==> src/fcc_pkg.sv <==
// Constants shared by the fieldbus slave configuration check.
// Assumes one 100 MHz system clock and an active-low asynchronous reset.
package fcc_pkg;

    // ------------------------------------------------------------------
    // Identification codes sent per extension module
    // ------------------------------------------------------------------
    localparam logic [7:0] FCC_ID_BYTE_IN = 8'h10;
    localparam logic [7:0] FCC_ID_WORD_IN = 8'h50;
    localparam logic [7:0] FCC_ID_BYTE_OUT = 8'h20;
    localparam logic [7:0] FCC_ID_WORD_OUT = 8'h60;

    // ------------------------------------------------------------------
    // Extension module type codes on the internal chain
    // ------------------------------------------------------------------
    localparam int FCC_TYPE_W = 3;
    localparam logic [2:0] FCC_MT_BYTE_IN = 3'h0;
    localparam logic [2:0] FCC_MT_WORD_IN = 3'h1;
    localparam logic [2:0] FCC_MT_BYTE_OUT = 3'h2;
    localparam logic [2:0] FCC_MT_WORD_OUT = 3'h3;
    localparam logic [2:0] FCC_MT_BYTE_IN_OUT = 3'h4;

    // ------------------------------------------------------------------
    // Station number range and digit limits
    // ------------------------------------------------------------------
    localparam logic [3:0] FCC_DIGIT_MAX = 4'h9;
    localparam logic [6:0] FCC_TENS_WEIGHT = 7'h0A;
    localparam logic [6:0] FCC_ADDR_MIN = 7'h01;
    localparam logic [6:0] FCC_ADDR_MAX = 7'h63;

    // ------------------------------------------------------------------
    // Default sizes
    // ------------------------------------------------------------------
    localparam int FCC_MAX_MOD = 16;
    localparam int FCC_MAX_ID = 32;

endpackage : fcc_pkg

==> src/fcc_config_check.sv <==
// Station-number capture and configuration identification check of a fieldbus I/O head station.
// Assumes switch and supply-sense pins are asynchronous; module list and master bytes come from clk logic.
//
// Summary of operation
// - Station number is tens switch times ten plus ones.
// - Only station numbers one to ninety-nine valid.
// - Switches sampled only when supply becomes present.
// - One identification entry per module, two for a byte in/out module, consecutive order.
// - Data exchange only on exact configuration match.
// - Eight input bits give code 10 hex.
// - Sixteen input bits give code 50 hex.
// - Eight output bits give code 20 hex.
// - Sixteen output bits give code 60 hex.
`timescale 1ns/10ps
module fcc_config_check
    import fcc_pkg::*;
#(
    parameter int MAX_MOD = FCC_MAX_MOD,
    parameter int MAX_ID = FCC_MAX_ID
) (
    input wire logic clk,
    input wire logic rstn,
    input wire logic [3:0] tens_digit_switch,
    input wire logic [3:0] ones_digit_switch,
    input wire logic operating_supply_voltage,
    input wire logic [$clog2(MAX_MOD+1)-1:0] module_count,
    input wire logic [MAX_MOD*FCC_TYPE_W-1:0] module_types,
    input wire logic cfg_start,
    input wire logic cfg_valid,
    input wire logic [7:0] cfg_byte,
    input wire logic cfg_end,
    output logic [6:0] station_addr,
    output logic addr_valid,
    output logic [$clog2(MAX_ID+1)-1:0] ident_len,
    output logic cfg_ready,
    output logic cfg_mismatch,
    output logic data_exchange_en
);

    localparam int MW = $clog2(MAX_MOD+1);
    localparam int IW = $clog2(MAX_ID+1);

    // ------------------------------------------------------------------
    // State
    // ------------------------------------------------------------------
    typedef enum logic [1:0] {
        FCC_IDLE,
        FCC_BUILD,
        FCC_READY
    } fcc_phase_t;

    // All state lives in one record so that reset and the next-state copy always stay in step.
    typedef struct packed {
        fcc_phase_t phase;
        logic [3:0] tens_s1;
        logic [3:0] tens_s2;
        logic [3:0] ones_s1;
        logic [3:0] ones_s2;
        logic sup_s1;
        logic sup_s2;
        logic captured;
        logic [6:0] addr;
        logic addr_ok;
        logic [MW-1:0] mod_idx;
        logic second;
        logic [MAX_ID-1:0][7:0] ids;
        logic [IW-1:0] id_len;
        logic in_cfg;
        logic [IW-1:0] cmp_idx;
        logic mismatch;
        logic exch;
        logic ready;
    } fcc_state_t;

    fcc_state_t s_q;
    fcc_state_t s_d;

    // ------------------------------------------------------------------
    // Helpers
    // ------------------------------------------------------------------
    // Type codes 5 to 7 are unused; they fall back to the byte-input code rather than leave the lane unknown.
    function automatic logic [7:0] fcc_id_code(input logic [2:0] mtype, input logic second);
        logic [7:0] code;
        code = FCC_ID_BYTE_IN;
        case (mtype)
            FCC_MT_BYTE_IN: code = FCC_ID_BYTE_IN;
            FCC_MT_WORD_IN: code = FCC_ID_WORD_IN;
            FCC_MT_BYTE_OUT: code = FCC_ID_BYTE_OUT;
            FCC_MT_WORD_OUT: code = FCC_ID_WORD_OUT;
            FCC_MT_BYTE_IN_OUT: code = second ? FCC_ID_BYTE_OUT : FCC_ID_BYTE_IN;
            default: code = FCC_ID_BYTE_IN;
        endcase
        return code;
    endfunction : fcc_id_code

    // Digits above nine can wrap the seven-bit sum; the digit check, not the range check, rejects them.
    function automatic logic [6:0] fcc_bcd_to_bin(input logic [3:0] tens, input logic [3:0] ones);
        logic [13:0] prod;
        prod = {3'h0, tens} * FCC_TENS_WEIGHT;
        return 7'(prod) + {3'h0, ones};
    endfunction : fcc_bcd_to_bin

    // ------------------------------------------------------------------
    // Next state
    // ------------------------------------------------------------------
    always_comb begin
        logic [2:0] mtype;
        logic [6:0] bin;
        s_d = s_q;
        mtype = module_types[s_q.mod_idx*FCC_TYPE_W +: FCC_TYPE_W];
        bin = fcc_bcd_to_bin(s_q.tens_s2, s_q.ones_s2);

        // Two stages per pin; only the second stage feeds the capture logic.
        s_d.tens_s1 = tens_digit_switch;
        s_d.tens_s2 = s_q.tens_s1;
        s_d.ones_s1 = ones_digit_switch;
        s_d.ones_s2 = s_q.ones_s1;
        s_d.sup_s1 = operating_supply_voltage;
        s_d.sup_s2 = s_q.sup_s1;

        if (!s_q.sup_s2) begin
            // Losing the supply clears the capture flag, station validity and exchange, so the next power-up re-reads the switches.
            s_d.captured = 1'b0;
            s_d.addr_ok = 1'b0;
            s_d.exch = 1'b0;
            s_d.in_cfg = 1'b0;
            s_d.phase = FCC_IDLE;
        end else begin
            case (s_q.phase)
                FCC_IDLE: begin
                    if (!s_q.captured) begin
                        // Switches are read once per supply cycle; later turns are ignored.
                        s_d.captured = 1'b1;
                        s_d.addr = bin;
                        // Rotary switches can show A to F as well, so each digit is checked on its own.
                        s_d.addr_ok = (s_q.tens_s2 <= FCC_DIGIT_MAX) && (s_q.ones_s2 <= FCC_DIGIT_MAX)
                                      && (bin >= FCC_ADDR_MIN) && (bin <= FCC_ADDR_MAX);
                        s_d.mod_idx = '0;
                        s_d.second = 1'b0;
                        s_d.id_len = '0;
                        s_d.mismatch = 1'b0;
                        s_d.phase = FCC_BUILD;
                    end
                end
                FCC_BUILD: begin
                    // The chain is walked from the module nearest the head station outward.
                    // A list longer than MAX_ID is cut short, so the master sees a mismatch, never a false match.
                    if (s_q.mod_idx >= module_count || s_q.mod_idx >= MW'(MAX_MOD)
                            || s_q.id_len >= IW'(MAX_ID)) begin
                        s_d.phase = FCC_READY;
                    end else begin
                        s_d.ids[s_q.id_len] = fcc_id_code(mtype, s_q.second);
                        s_d.id_len = s_q.id_len + IW'(1);
                        if (mtype == FCC_MT_BYTE_IN_OUT && !s_q.second) begin
                            s_d.second = 1'b1;
                        end else begin
                            s_d.second = 1'b0;
                            s_d.mod_idx = s_q.mod_idx + MW'(1);
                        end
                    end
                end
                FCC_READY: begin
                    // A new telegram closes the exchange at once; it opens again only after a full match.
                    if (cfg_start) begin
                        s_d.in_cfg = 1'b1;
                        s_d.cmp_idx = '0;
                        s_d.mismatch = 1'b0;
                        s_d.exch = 1'b0;
                    end else if (s_q.in_cfg && cfg_valid) begin
                        if (s_q.cmp_idx >= s_q.id_len || cfg_byte != s_q.ids[s_q.cmp_idx]) begin
                            s_d.mismatch = 1'b1;
                        end
                        // The index saturates so that a long telegram cannot wrap around onto a match.
                        if (s_q.cmp_idx < IW'(MAX_ID)) begin
                            s_d.cmp_idx = s_q.cmp_idx + IW'(1);
                        end
                    end else if (s_q.in_cfg && cfg_end) begin
                        s_d.in_cfg = 1'b0;
                        // An invalid station number never opens the exchange.
                        s_d.exch = !s_q.mismatch && (s_q.cmp_idx == s_q.id_len) && s_q.addr_ok;
                        // Too few bytes only shows here, at the end of the telegram.
                        s_d.mismatch = s_q.mismatch || (s_q.cmp_idx != s_q.id_len);
                    end
                end
                // An illegal phase code parks in idle until the supply is cycled.
                default: begin
                    s_d.phase = FCC_IDLE;
                end
            endcase
        end

        // The ready output has its own flop so that it comes straight from a register, not from a decode.
        s_d.ready = (s_d.phase == FCC_READY);
    end

    // ------------------------------------------------------------------
    // Registers
    // ------------------------------------------------------------------
    // Reset leaves the phase idle and the capture flag clear, so a supply present at release is a fresh power-up.
    always_ff @(posedge clk or negedge rstn) begin
        if (!rstn) begin
            s_q <= '0;
        end else begin
            s_q <= s_d;
        end
    end

    // ------------------------------------------------------------------
    // Outputs
    // ------------------------------------------------------------------
    // The station number keeps its last value while the supply is off; only addr_valid says whether it counts.
    assign station_addr = s_q.addr;
    assign addr_valid = s_q.addr_ok;
    assign ident_len = s_q.id_len;
    assign cfg_ready = s_q.ready;
    assign cfg_mismatch = s_q.mismatch;
    assign data_exchange_en = s_q.exch;

endmodule : fcc_config_check

==> config.mk <==
export PLATFORM = sky130hd
export DESIGN_NAME = fcc_config_check
export DESIGN_NICKNAME = d
export VERILOG_FILES = /design/src/fcc_pkg.sv /design/src/fcc_config_check.sv
export SDC_FILE = /design/constraint.sdc
export NUM_CORES = 1
export LEC_CHECK = 0
export ABC_CLOCK_PERIOD_IN_PS = 6380
export BUFFER_PORTS_ARGS = -buffer_cell sky130_fd_sc_hd__buf_4
export CORE_MARGIN = 3
export CORE_UTILIZATION = 65
export DETAILED_ROUTE_END_ITERATION = 8
export GPL_ROUTABILITY_DRIVEN = 0
export HOLD_SLACK_MARGIN = 0.06
export PLACE_DENSITY_LB_ADDON = 0.25
export REMOVE_ABC_BUFFERS = 1
export SYNTH_ARGS = -nofsm -noshare
export SYNTH_HDL_FRONTEND = slang
export SYNTH_SLANG_ARGS = --single-unit
==> constraint.sdc <==
create_clock -name clk -period 6.38 [get_ports clk]
set_input_delay 0.319 -clock clk [delete_from_list [all_inputs] [get_ports clk]]
set_output_delay 0.319 -clock clk [all_outputs]
set_load 0.02 [all_outputs]
==> results of run 1 <==
-- layout make-up --
cell class,instances,area [sq um],area share
Timing Repair Buffer,110,871,0.0540
Tap cell,275,344,0.0213
Inverter,22,82.6,0.00512
Clock inverter,13,204,0.0126
Sequential cell,307,7690,0.477
Multi-Input combinational cell,835,6040,0.375
Clock buffer,45,898,0.0557
-- layer usage --
metal	global-route usage	part of all wire	wire [um]
met5	0	0	0
met4	0.0967	0.031	1090
met3	0.0490	0.080	2780
met2	0.488	0.49	17000
met1	0.420	0.40	13900
-- where the power goes --
| part | total (uW) | internal, uW | leakage (uW) | switching (uW) |
|---|---|---|---|---|
| registers | 2150 | 2030 | 0.00420 | 112 |
| clock network | 1930 | 1180 | 0.000546 | 751 |
| logic | 1020 | 371 | 0.00280 | 651 |
| total | 5100 | 3580 | 0.00754 | 1510 |
-- worst max-delay path, stage by stage, from the launching register on --
cell	delay, ns
sky130_fd_sc_hd__dfrtp_1	0.88
sky130_fd_sc_hd__inv_1	0.10
sky130_fd_sc_hd__ha_1	0.29
sky130_fd_sc_hd__nand2b_1	0.14
sky130_fd_sc_hd__a21o_1	0.17
sky130_fd_sc_hd__a21o_1	0.17
sky130_fd_sc_hd__a21oi_1	0.26
sky130_fd_sc_hd__o2111ai_2	0.13
sky130_fd_sc_hd__buf_4	0.29
sky130_fd_sc_hd__nor3_1	0.95
sky130_fd_sc_hd__mux2_2	0.42
-- worst max-delay path by stage --
stage	from	endpoint	slack (ns)	cells after the start
2_1_floorplan	s_q[3]	cfg_mismatch	1.29	8
3_3_place_gp	s_q[273]	register	2.65	10
3_5_place_dp	s_q[273]	register	2.48	10
4_1_cts	s_q[273]	register	2.47	10
5_1_grt	s_q[273]	register	2.04	10
6_report	s_q[273]	register	2.46	10
-- synthesized netlist by cell type (3+ instances only) --
master	count	share of area
sky130_fd_sc_hd__dfrtp_1	307	0.54
sky130_fd_sc_hd__nand2_1	169	0.044
sky130_fd_sc_hd__and2_1	153	0.067
sky130_fd_sc_hd__nor2_1	55	0.014
sky130_fd_sc_hd__mux4_2	53	0.084
sky130_fd_sc_hd__nand3_1	51	0.018
sky130_fd_sc_hd__nor3_1	45	0.016
sky130_fd_sc_hd__a21oi_1	41	0.014
sky130_fd_sc_hd__o21ai_0	40	0.014
sky130_fd_sc_hd__nor2b_1	32	0.014
sky130_fd_sc_hd__mux2i_1	29	0.020
sky130_fd_sc_hd__clkbuf_1	26	0.0068
sky130_fd_sc_hd__ha_1	24	0.021
sky130_fd_sc_hd__inv_1	19	0.0050
sky130_fd_sc_hd__buf_4	17	0.0090
sky130_fd_sc_hd__buf_2	11	0.0039
sky130_fd_sc_hd__buf_6	10	0.0079
sky130_fd_sc_hd__mux4_1	10	0.018
sky130_fd_sc_hd__o21ai_1	10	0.0035
sky130_fd_sc_hd__xnor2_1	9	0.0055
sky130_fd_sc_hd__xor2_1	9	0.0055
sky130_fd_sc_hd__a22oi_1	8	0.0042
sky130_fd_sc_hd__nand2b_1	7	0.0031
sky130_fd_sc_hd__a31oi_1	6	0.0026
sky130_fd_sc_hd__o22ai_1	6	0.0026
sky130_fd_sc_hd__mux2_2	5	0.0039
sky130_fd_sc_hd__nand4_1	5	0.0022
sky130_fd_sc_hd__a211oi_1	4	0.0021
sky130_fd_sc_hd__and3_1	4	0.0018
sky130_fd_sc_hd__buf_1	4	0.0011
sky130_fd_sc_hd__or3_1	4	0.0018
sky130_fd_sc_hd__clkinv_1	3	0.00079
sky130_fd_sc_hd__nor4_1	3	0.0013
sky130_fd_sc_hd__o221ai_1	3	0.0018
-- repair_timing --
action | 4_1_cts | 5_1_grt
endpoints found under the hold margin | 136 | 0
gates resized for setup | 0 | 0
hold buffers | 10 | 0
-- cells by family after synthesis --
kind of cell,share of synthesized area
buffers and inverters,0.0377
and+or+nand+nor,0.197
AOI/OAI and AO/OA,0.0611
adders and majority gates,0.0239
xor gates and xnor gates,0.0111
DFF,0.539
muxes,0.131
-- stage by stage --
step | utilization | area, sq um | power (uW) | cells | setup slack (ns)
after floorplan | - | 13800 | 2760 | 1164 | 1.29
after global placement | 0.701 | 14900 | 3140 | 1539 | 2.65
after detailed placement | 0.701 | 14900 | 3160 | 1539 | 2.48
after CTS | 0.758 | 16100 | 5090 | 1607 | 2.47
after global routing | 0.758 | 16100 | 5300 | 1607 | 2.04
final | 0.758 | 16100 | 5100 | 1607 | 2.46
==> results.txt, run 1 <==
----------------------------------------------------
[Die]
  Top-Level Pins ... 92
  CORE AREA ... 21300 sq um
  Overall die area ... 23700 sq um
  Effective utilization at floorplan ... 0.670
  Die X ... 154 um
  Standard-cell rows ... 53
  DIE HEIGHT ... 154 um

[Clock network]
  CTS max path bufs ... 3
  Number of sinks on the clock net ... 307
  Clock-pin slew on the worst setup and hold paths ... 0.06 ns
  Deepest level of the CTS H-tree ... 1
  CTS tree ... built
  Clock insertion delay at the later pin of the skew report ... 0.57 ns
  Number of buffers created by CTS ... 31
  Root Buffer Master ... sky130_fd_sc_hd__clkbuf_16
  Setup bufs post-CTS ... 0

[Timing]
  Endpoints failing setup ... 0
  Clk_skew ... 0.0262 ns
  Final number of max-transition violations ... 0
  Portion of the clock cycle consumed by the worst path in the final layout ... 0.615
  Worst max-slew margin expressed relative to the limit ... 0.239
  Maximum operating frequency ... 255 MHz
  Final count of hold timing violations ... 0
  Post-route minimum period ... 3.92 ns
  Sum of negative setup slack ... 0 ns
  Worst-margin pin slew ... 1.13 ns
  Unrepaired setup endpoints after global routing ... no
  Worst Hold Slack ... 0.109 ns

[Drt]
  WL/cell ... 21.6 um
  Detailed-route wire length ... 34.7 mm
  Router iterations before antenna repair ... 5
  Via density ... 6.26
  Vias after detailed routing ... 10100
  Count of routing violations after the opening detailed-route iteration ... 1041
  Post-detailed-route DRC marker count ... 0
  Count of nets left with antenna violations after detail routing ... 0

[Yosys]
  Share of synthesized registers carrying an async set or reset ... 1.00
  Proportion of synthesized chip area in sequential cells ... 0.539
  Top FF cell, synth ... sky130_fd_sc_hd__dfrtp_1
  Number of distinct library cells after synthesis ... 74
  Post-Synthesis Cells ... 1235
  #FFs+latches synth ... 307
  Syn_area_per_cell ... 11.5 sq um
  Number of enable-type register cells in the synthesized netlist ... 0
  Number of warning messages in the yosys log ... 0
  Cell area after synthesis ... 14300 sq um

[Global routing]
  Grt ovf ... 0
  Overall global routing resource usage ... 0.300
  First-pass GRT wire length ... 56.9 mm
  Via count of the first global-routing pass ... 10500
  Maximum number of pins on one net before global-route repair ... 181
  Antenna violations before repair ... 0

[Worst hold path]
  Launch point of the worst hold path ... cfg_start
  Hold Path Stages ... 3
  Worst-case hold path end point ... s_q[9]
  Min-Delay Path Class ... in -> reg

[Critical path]
  Data required time at the worst endpoint ... 6.84 ns
  Worst reg-to-reg setup slack ... 2.46 ns
  Highest fanout seen on the critical path ... 40
  Arrival time worst endpoint ... 4.38 ns
  Count of cells along the worst register-to-register path ... 10
  Origin of the critical flop-to-flop path ... s_q[273]
  Critical path class ... reg -> reg
  Startpoint Class ... register
  Crit end category ... register

[Layout]
  Growth of design area from synthesis to finish ... 13.1%
  Layout filler cell count ... 1346
  Antenna cell count ... 0
  Final net count ... 1408
  Highest-count cells in the layout ignoring fill and taps ... sky130_fd_sc_hd__dfrtp_1 (305), sky130_fd_sc_hd__nand2_1 (169), sky130_fd_sc_hd__and2_1 (153), sky130_fd_sc_hd__buf_4 (98), sky130_fd_sc_hd__nor2_1 (55)
  Layout cells sized above 1 ... 0.168
  Most common cell after layout, fill and taps aside ... sky130_fd_sc_hd__dfrtp_1

[Place]
  Buffers on Ports ... 91
  DP HPWL ... 22.9 mm

[Flow run]
  Number of max-cap violations ... 0

[Power]
  Max VDD drop ... 0.000246 V
  Power per cell area ... 316 nW/um^2
  Pleak ... 0.00754 uW

[Outcome]
  Run status ... completed

----------------------------------------------------
(Power assumes the default switching activity.)
==> run 2: changes to the inputs <==
Settings changed: ABC_AREA set to 1, ABC_CLOCK_PERIOD_IN_PS 6380 to 3700, CORE_UTILIZATION 65 to 61.
Clock period 6.38 ns to 3.7 ns, I/O delays scaled along.
==> run 2 against run 1 <==
Net effect: global-route usage is 1.6 points lower; sequential share of layout area is 2.2 points lower; clock power is 69% higher; sequential power is 80% higher; critical path depth is 3 higher; cell area is 4.9% higher; utilization is 4.3 points lower; largest power group unchanged; highest routed layer unchanged.
==> results.txt, run 2 <==
----------------------------------------------------
[Critical path]
  Crit end category ... register
  Arrival time worst endpoint ... 3.64 ns
  Critical path cell sequence ... ha_1 > nand2_1 > inv_1 > nand4_1 > nand4_1 > nor2_2 > nand2_2 > nor2_8 > nand3_2 > nor2_2 > inv_1 > nand2_1 > o21ai_0
  Origin of the critical flop-to-flop path ... s_q[274]
  Highest fanout seen on the critical path ... 22
  Slowest stage delay, CP ... 0.75 ns
  Startpoint Class ... register
  Data required time at the worst endpoint ... 4.09 ns
  Worst reg-to-reg setup slack ... 0.45 ns
  Critical path class ... reg -> reg
  Slowest-stage cell, CP ... sky130_fd_sc_hd__dfrtp_1
  Count of cells along the worst register-to-register path ... 13

[Die]
  Overall die area ... 26300 sq um
  Standard-cell rows ... 56
  Effective utilization at floorplan ... 0.627
  DIE HEIGHT ... 162 um
  Die X ... 162 um
  CORE AREA ... 23700 sq um
  Top-Level Pins ... 92

[Clock network]
  CTS tree ... built
  Deepest level of the CTS H-tree ... 1
  Total of hold buffers inserted after clock tree synthesis ... 10
  Clock-pin slew on the worst setup and hold paths ... 0.06 ns
  Setup bufs post-CTS ... 0
  Number of buffers created by CTS ... 31
  Number of gates resized after CTS ... 0
  Number of sinks on the clock net ... 307
  Clock insertion delay at the later pin of the skew report ... 0.55 ns
  Root Buffer Master ... sky130_fd_sc_hd__clkbuf_16
  CTS max path bufs ... 3

[Layout]
  Layout filler cell count ... 1855
  Highest-count cells in the layout ignoring fill and taps ... sky130_fd_sc_hd__nand2_1 (434), sky130_fd_sc_hd__dfrtp_1 (305), sky130_fd_sc_hd__nor2_1 (288), sky130_fd_sc_hd__inv_1 (249), sky130_fd_sc_hd__nand3_1 (173)
  Growth of design area from synthesis to finish ... 14.0%
  Antenna cell count ... 0
  Layout cells sized above 1 ... 0.107
  Util after Layout ... 0.715
  Final net count ... 2045
  Most common cell after layout, fill and taps aside ... sky130_fd_sc_hd__nand2_1

[Timing]
  Worst max-slew margin expressed relative to the limit ... 0.345
  Endpoints failing setup ... 0
  Maximum operating frequency ... 308 MHz
  Post-route minimum period ... 3.25 ns
  Worst Hold Slack ... 0.0910 ns
  Portion of the clock cycle consumed by the worst path in the final layout ... 0.878
  Unrepaired setup endpoints after global routing ... no
  Clk_skew ... 0.00785 ns
  Final count of hold timing violations ... 0
  Final number of max-transition violations ... 0
  Worst-margin pin slew ... 0.981 ns

[Yosys]
  Post-Synthesis Cells ... 1881
  Cell area after synthesis ... 14900 sq um
  Number of enable-type register cells in the synthesized netlist ... 0
  Proportion of synthesized chip area in sequential cells ... 0.517
  Synth cell count leaders ... sky130_fd_sc_hd__nand2_1 (434), sky130_fd_sc_hd__dfrtp_1 (307), sky130_fd_sc_hd__nor2_1 (288), sky130_fd_sc_hd__inv_1 (250), sky130_fd_sc_hd__nand3_1 (173)
  #FFs+latches synth ... 307
  Largest area contributor in the netlist ... sky130_fd_sc_hd__dfrtp_1
  Number of warning messages in the yosys log ... 0
  Most used standard cell by instance count after synthesis ... sky130_fd_sc_hd__nand2_1
  Cell types occupying the most area after synthesis ... sky130_fd_sc_hd__dfrtp_1 (52%), sky130_fd_sc_hd__nand2_1 (11%), sky130_fd_sc_hd__nor2_1 (7.3%)
  Top FF cell, synth ... sky130_fd_sc_hd__dfrtp_1
  Share of Yosys cell area claimed by the top area cell type ... 0.517
  Syn_area_per_cell ... 7.90 sq um
  Number of distinct library cells after synthesis ... 42
  Share of synthesized registers carrying an async set or reset ... 1.00

[Power]
  Power per cell area ... 642 nW/um^2
  Pleak ... 0.00870 uW
  Max VDD drop ... 0.000631 V
  PnR Total Power ... 10900 uW

[Global routing]
  Maximum number of pins on one net before global-route repair ... 122
  Overall global routing resource usage ... 0.284
  Grt ovf ... 0
  Antenna violations before repair ... 0
  First-pass GRT wire length ... 60.3 mm
  Via count of the first global-routing pass ... 12100

[Drt]
  Count of nets left with antenna violations after detail routing ... 0
  WL/cell ... 16.3 um
  Vias after detailed routing ... 12500
  Detailed-route wire length ... 37.2 mm
  Via density ... 5.48
  Router iterations before antenna repair ... 8
  Count of routing violations after the opening detailed-route iteration ... 1300
  Post-detailed-route DRC marker count ... 0

[Flow run]
  Number of max-cap violations ... 0

[Worst hold path]
  Hold Path Stages ... 4
  Min-Delay Path Class ... in -> reg
  Worst-case hold path end point ... s_q[3]
  Launch point of the worst hold path ... cfg_start

[Place]
  Buffers on Ports ... 91
  DP HPWL ... 24.8 mm

[Outcome]
  Run status ... completed

----------------------------------------------------
==> run 2: through the flow <==
| stage | instances | setup TNS, ns | setup slack, ns | area, sq um |
|---|---|---|---|---|
| 5_1_grt | 2286 | 0 | 0.204 | 16900 |
| 3_5_place_dp | 2220 | 0 | 0.569 | 15700 |
| 2_1_floorplan | 1786 | -4.03 | -1.73 | 14400 |
| 3_3_place_gp | 2220 | 0 | 0.676 | 15700 |
| 4_1_cts | 2286 | 0 | 0.543 | 16900 |
| 6_report | 2286 | 0 | 0.453 | 16900 |
==> run 2: per-layer routing <==
| metal | routed length, um | up-vias | track usage |
|---|---|---|---|
| met2 | 18100 | 436 | 0.481 |
| met3 | 2490 | 84 | 0.0431 |
| met5 | 0 | - | 0 |
| met4 | 1110 | 0 | 0.0826 |
| li1 | - | 5984 | - |
| met1 | 15500 | 6016 | 0.383 |
==> run 2: cell families after synthesis <==
kind of cell               count (synthesis)  synth area share
DFF                                      307             0.517
and+or+nand+nor                          936             0.264
xor gates and xnor gates                   8           0.00472
buffers and inverters                    358            0.0991
adders and majority gates                 26            0.0229
AOI/OAI and AO/OA                        246            0.0917
==> run 2: worst max-delay path by stage <==
stage / depth (start not counted) / to / startpoint
global placement: 13 / register / s_q[274]
CTS: 13 / register / s_q[274]
global route: 13 / register / s_q[274]
floorplan: 11 / cfg_mismatch / s_q[3]
finish: 13 / register / s_q[274]
detailed placement: 13 / register / s_q[274]
==> run 2: report_power, final <==
group          internal, uW  switching [uW]
registers              3590             272
clock network          1980            1280
logic                  1150            2590
total                  6730            4140
==> run 2: area by class of cell <==
cell class                      instances  area [sq um]  area share
Clock buffer                           42           907      0.0536
Clock inverter                         14           176      0.0104
Inverter                              263           987      0.0583
Multi-Input combinational cell       1216          5700       0.337
Sequential cell                       307          7690       0.454
Tap cell                              319           399      0.0236
Timing Repair Buffer                  125          1070      0.0633
==> run 2: critical path: cells and delay by family, from the launching register on <==
family	cells	cell delay (ns)
flops	1	0.75
buf+inv	2	0.19
compound gates	1	0.07
simple gates	9	1.73
fa+ha+maj	1	0.37
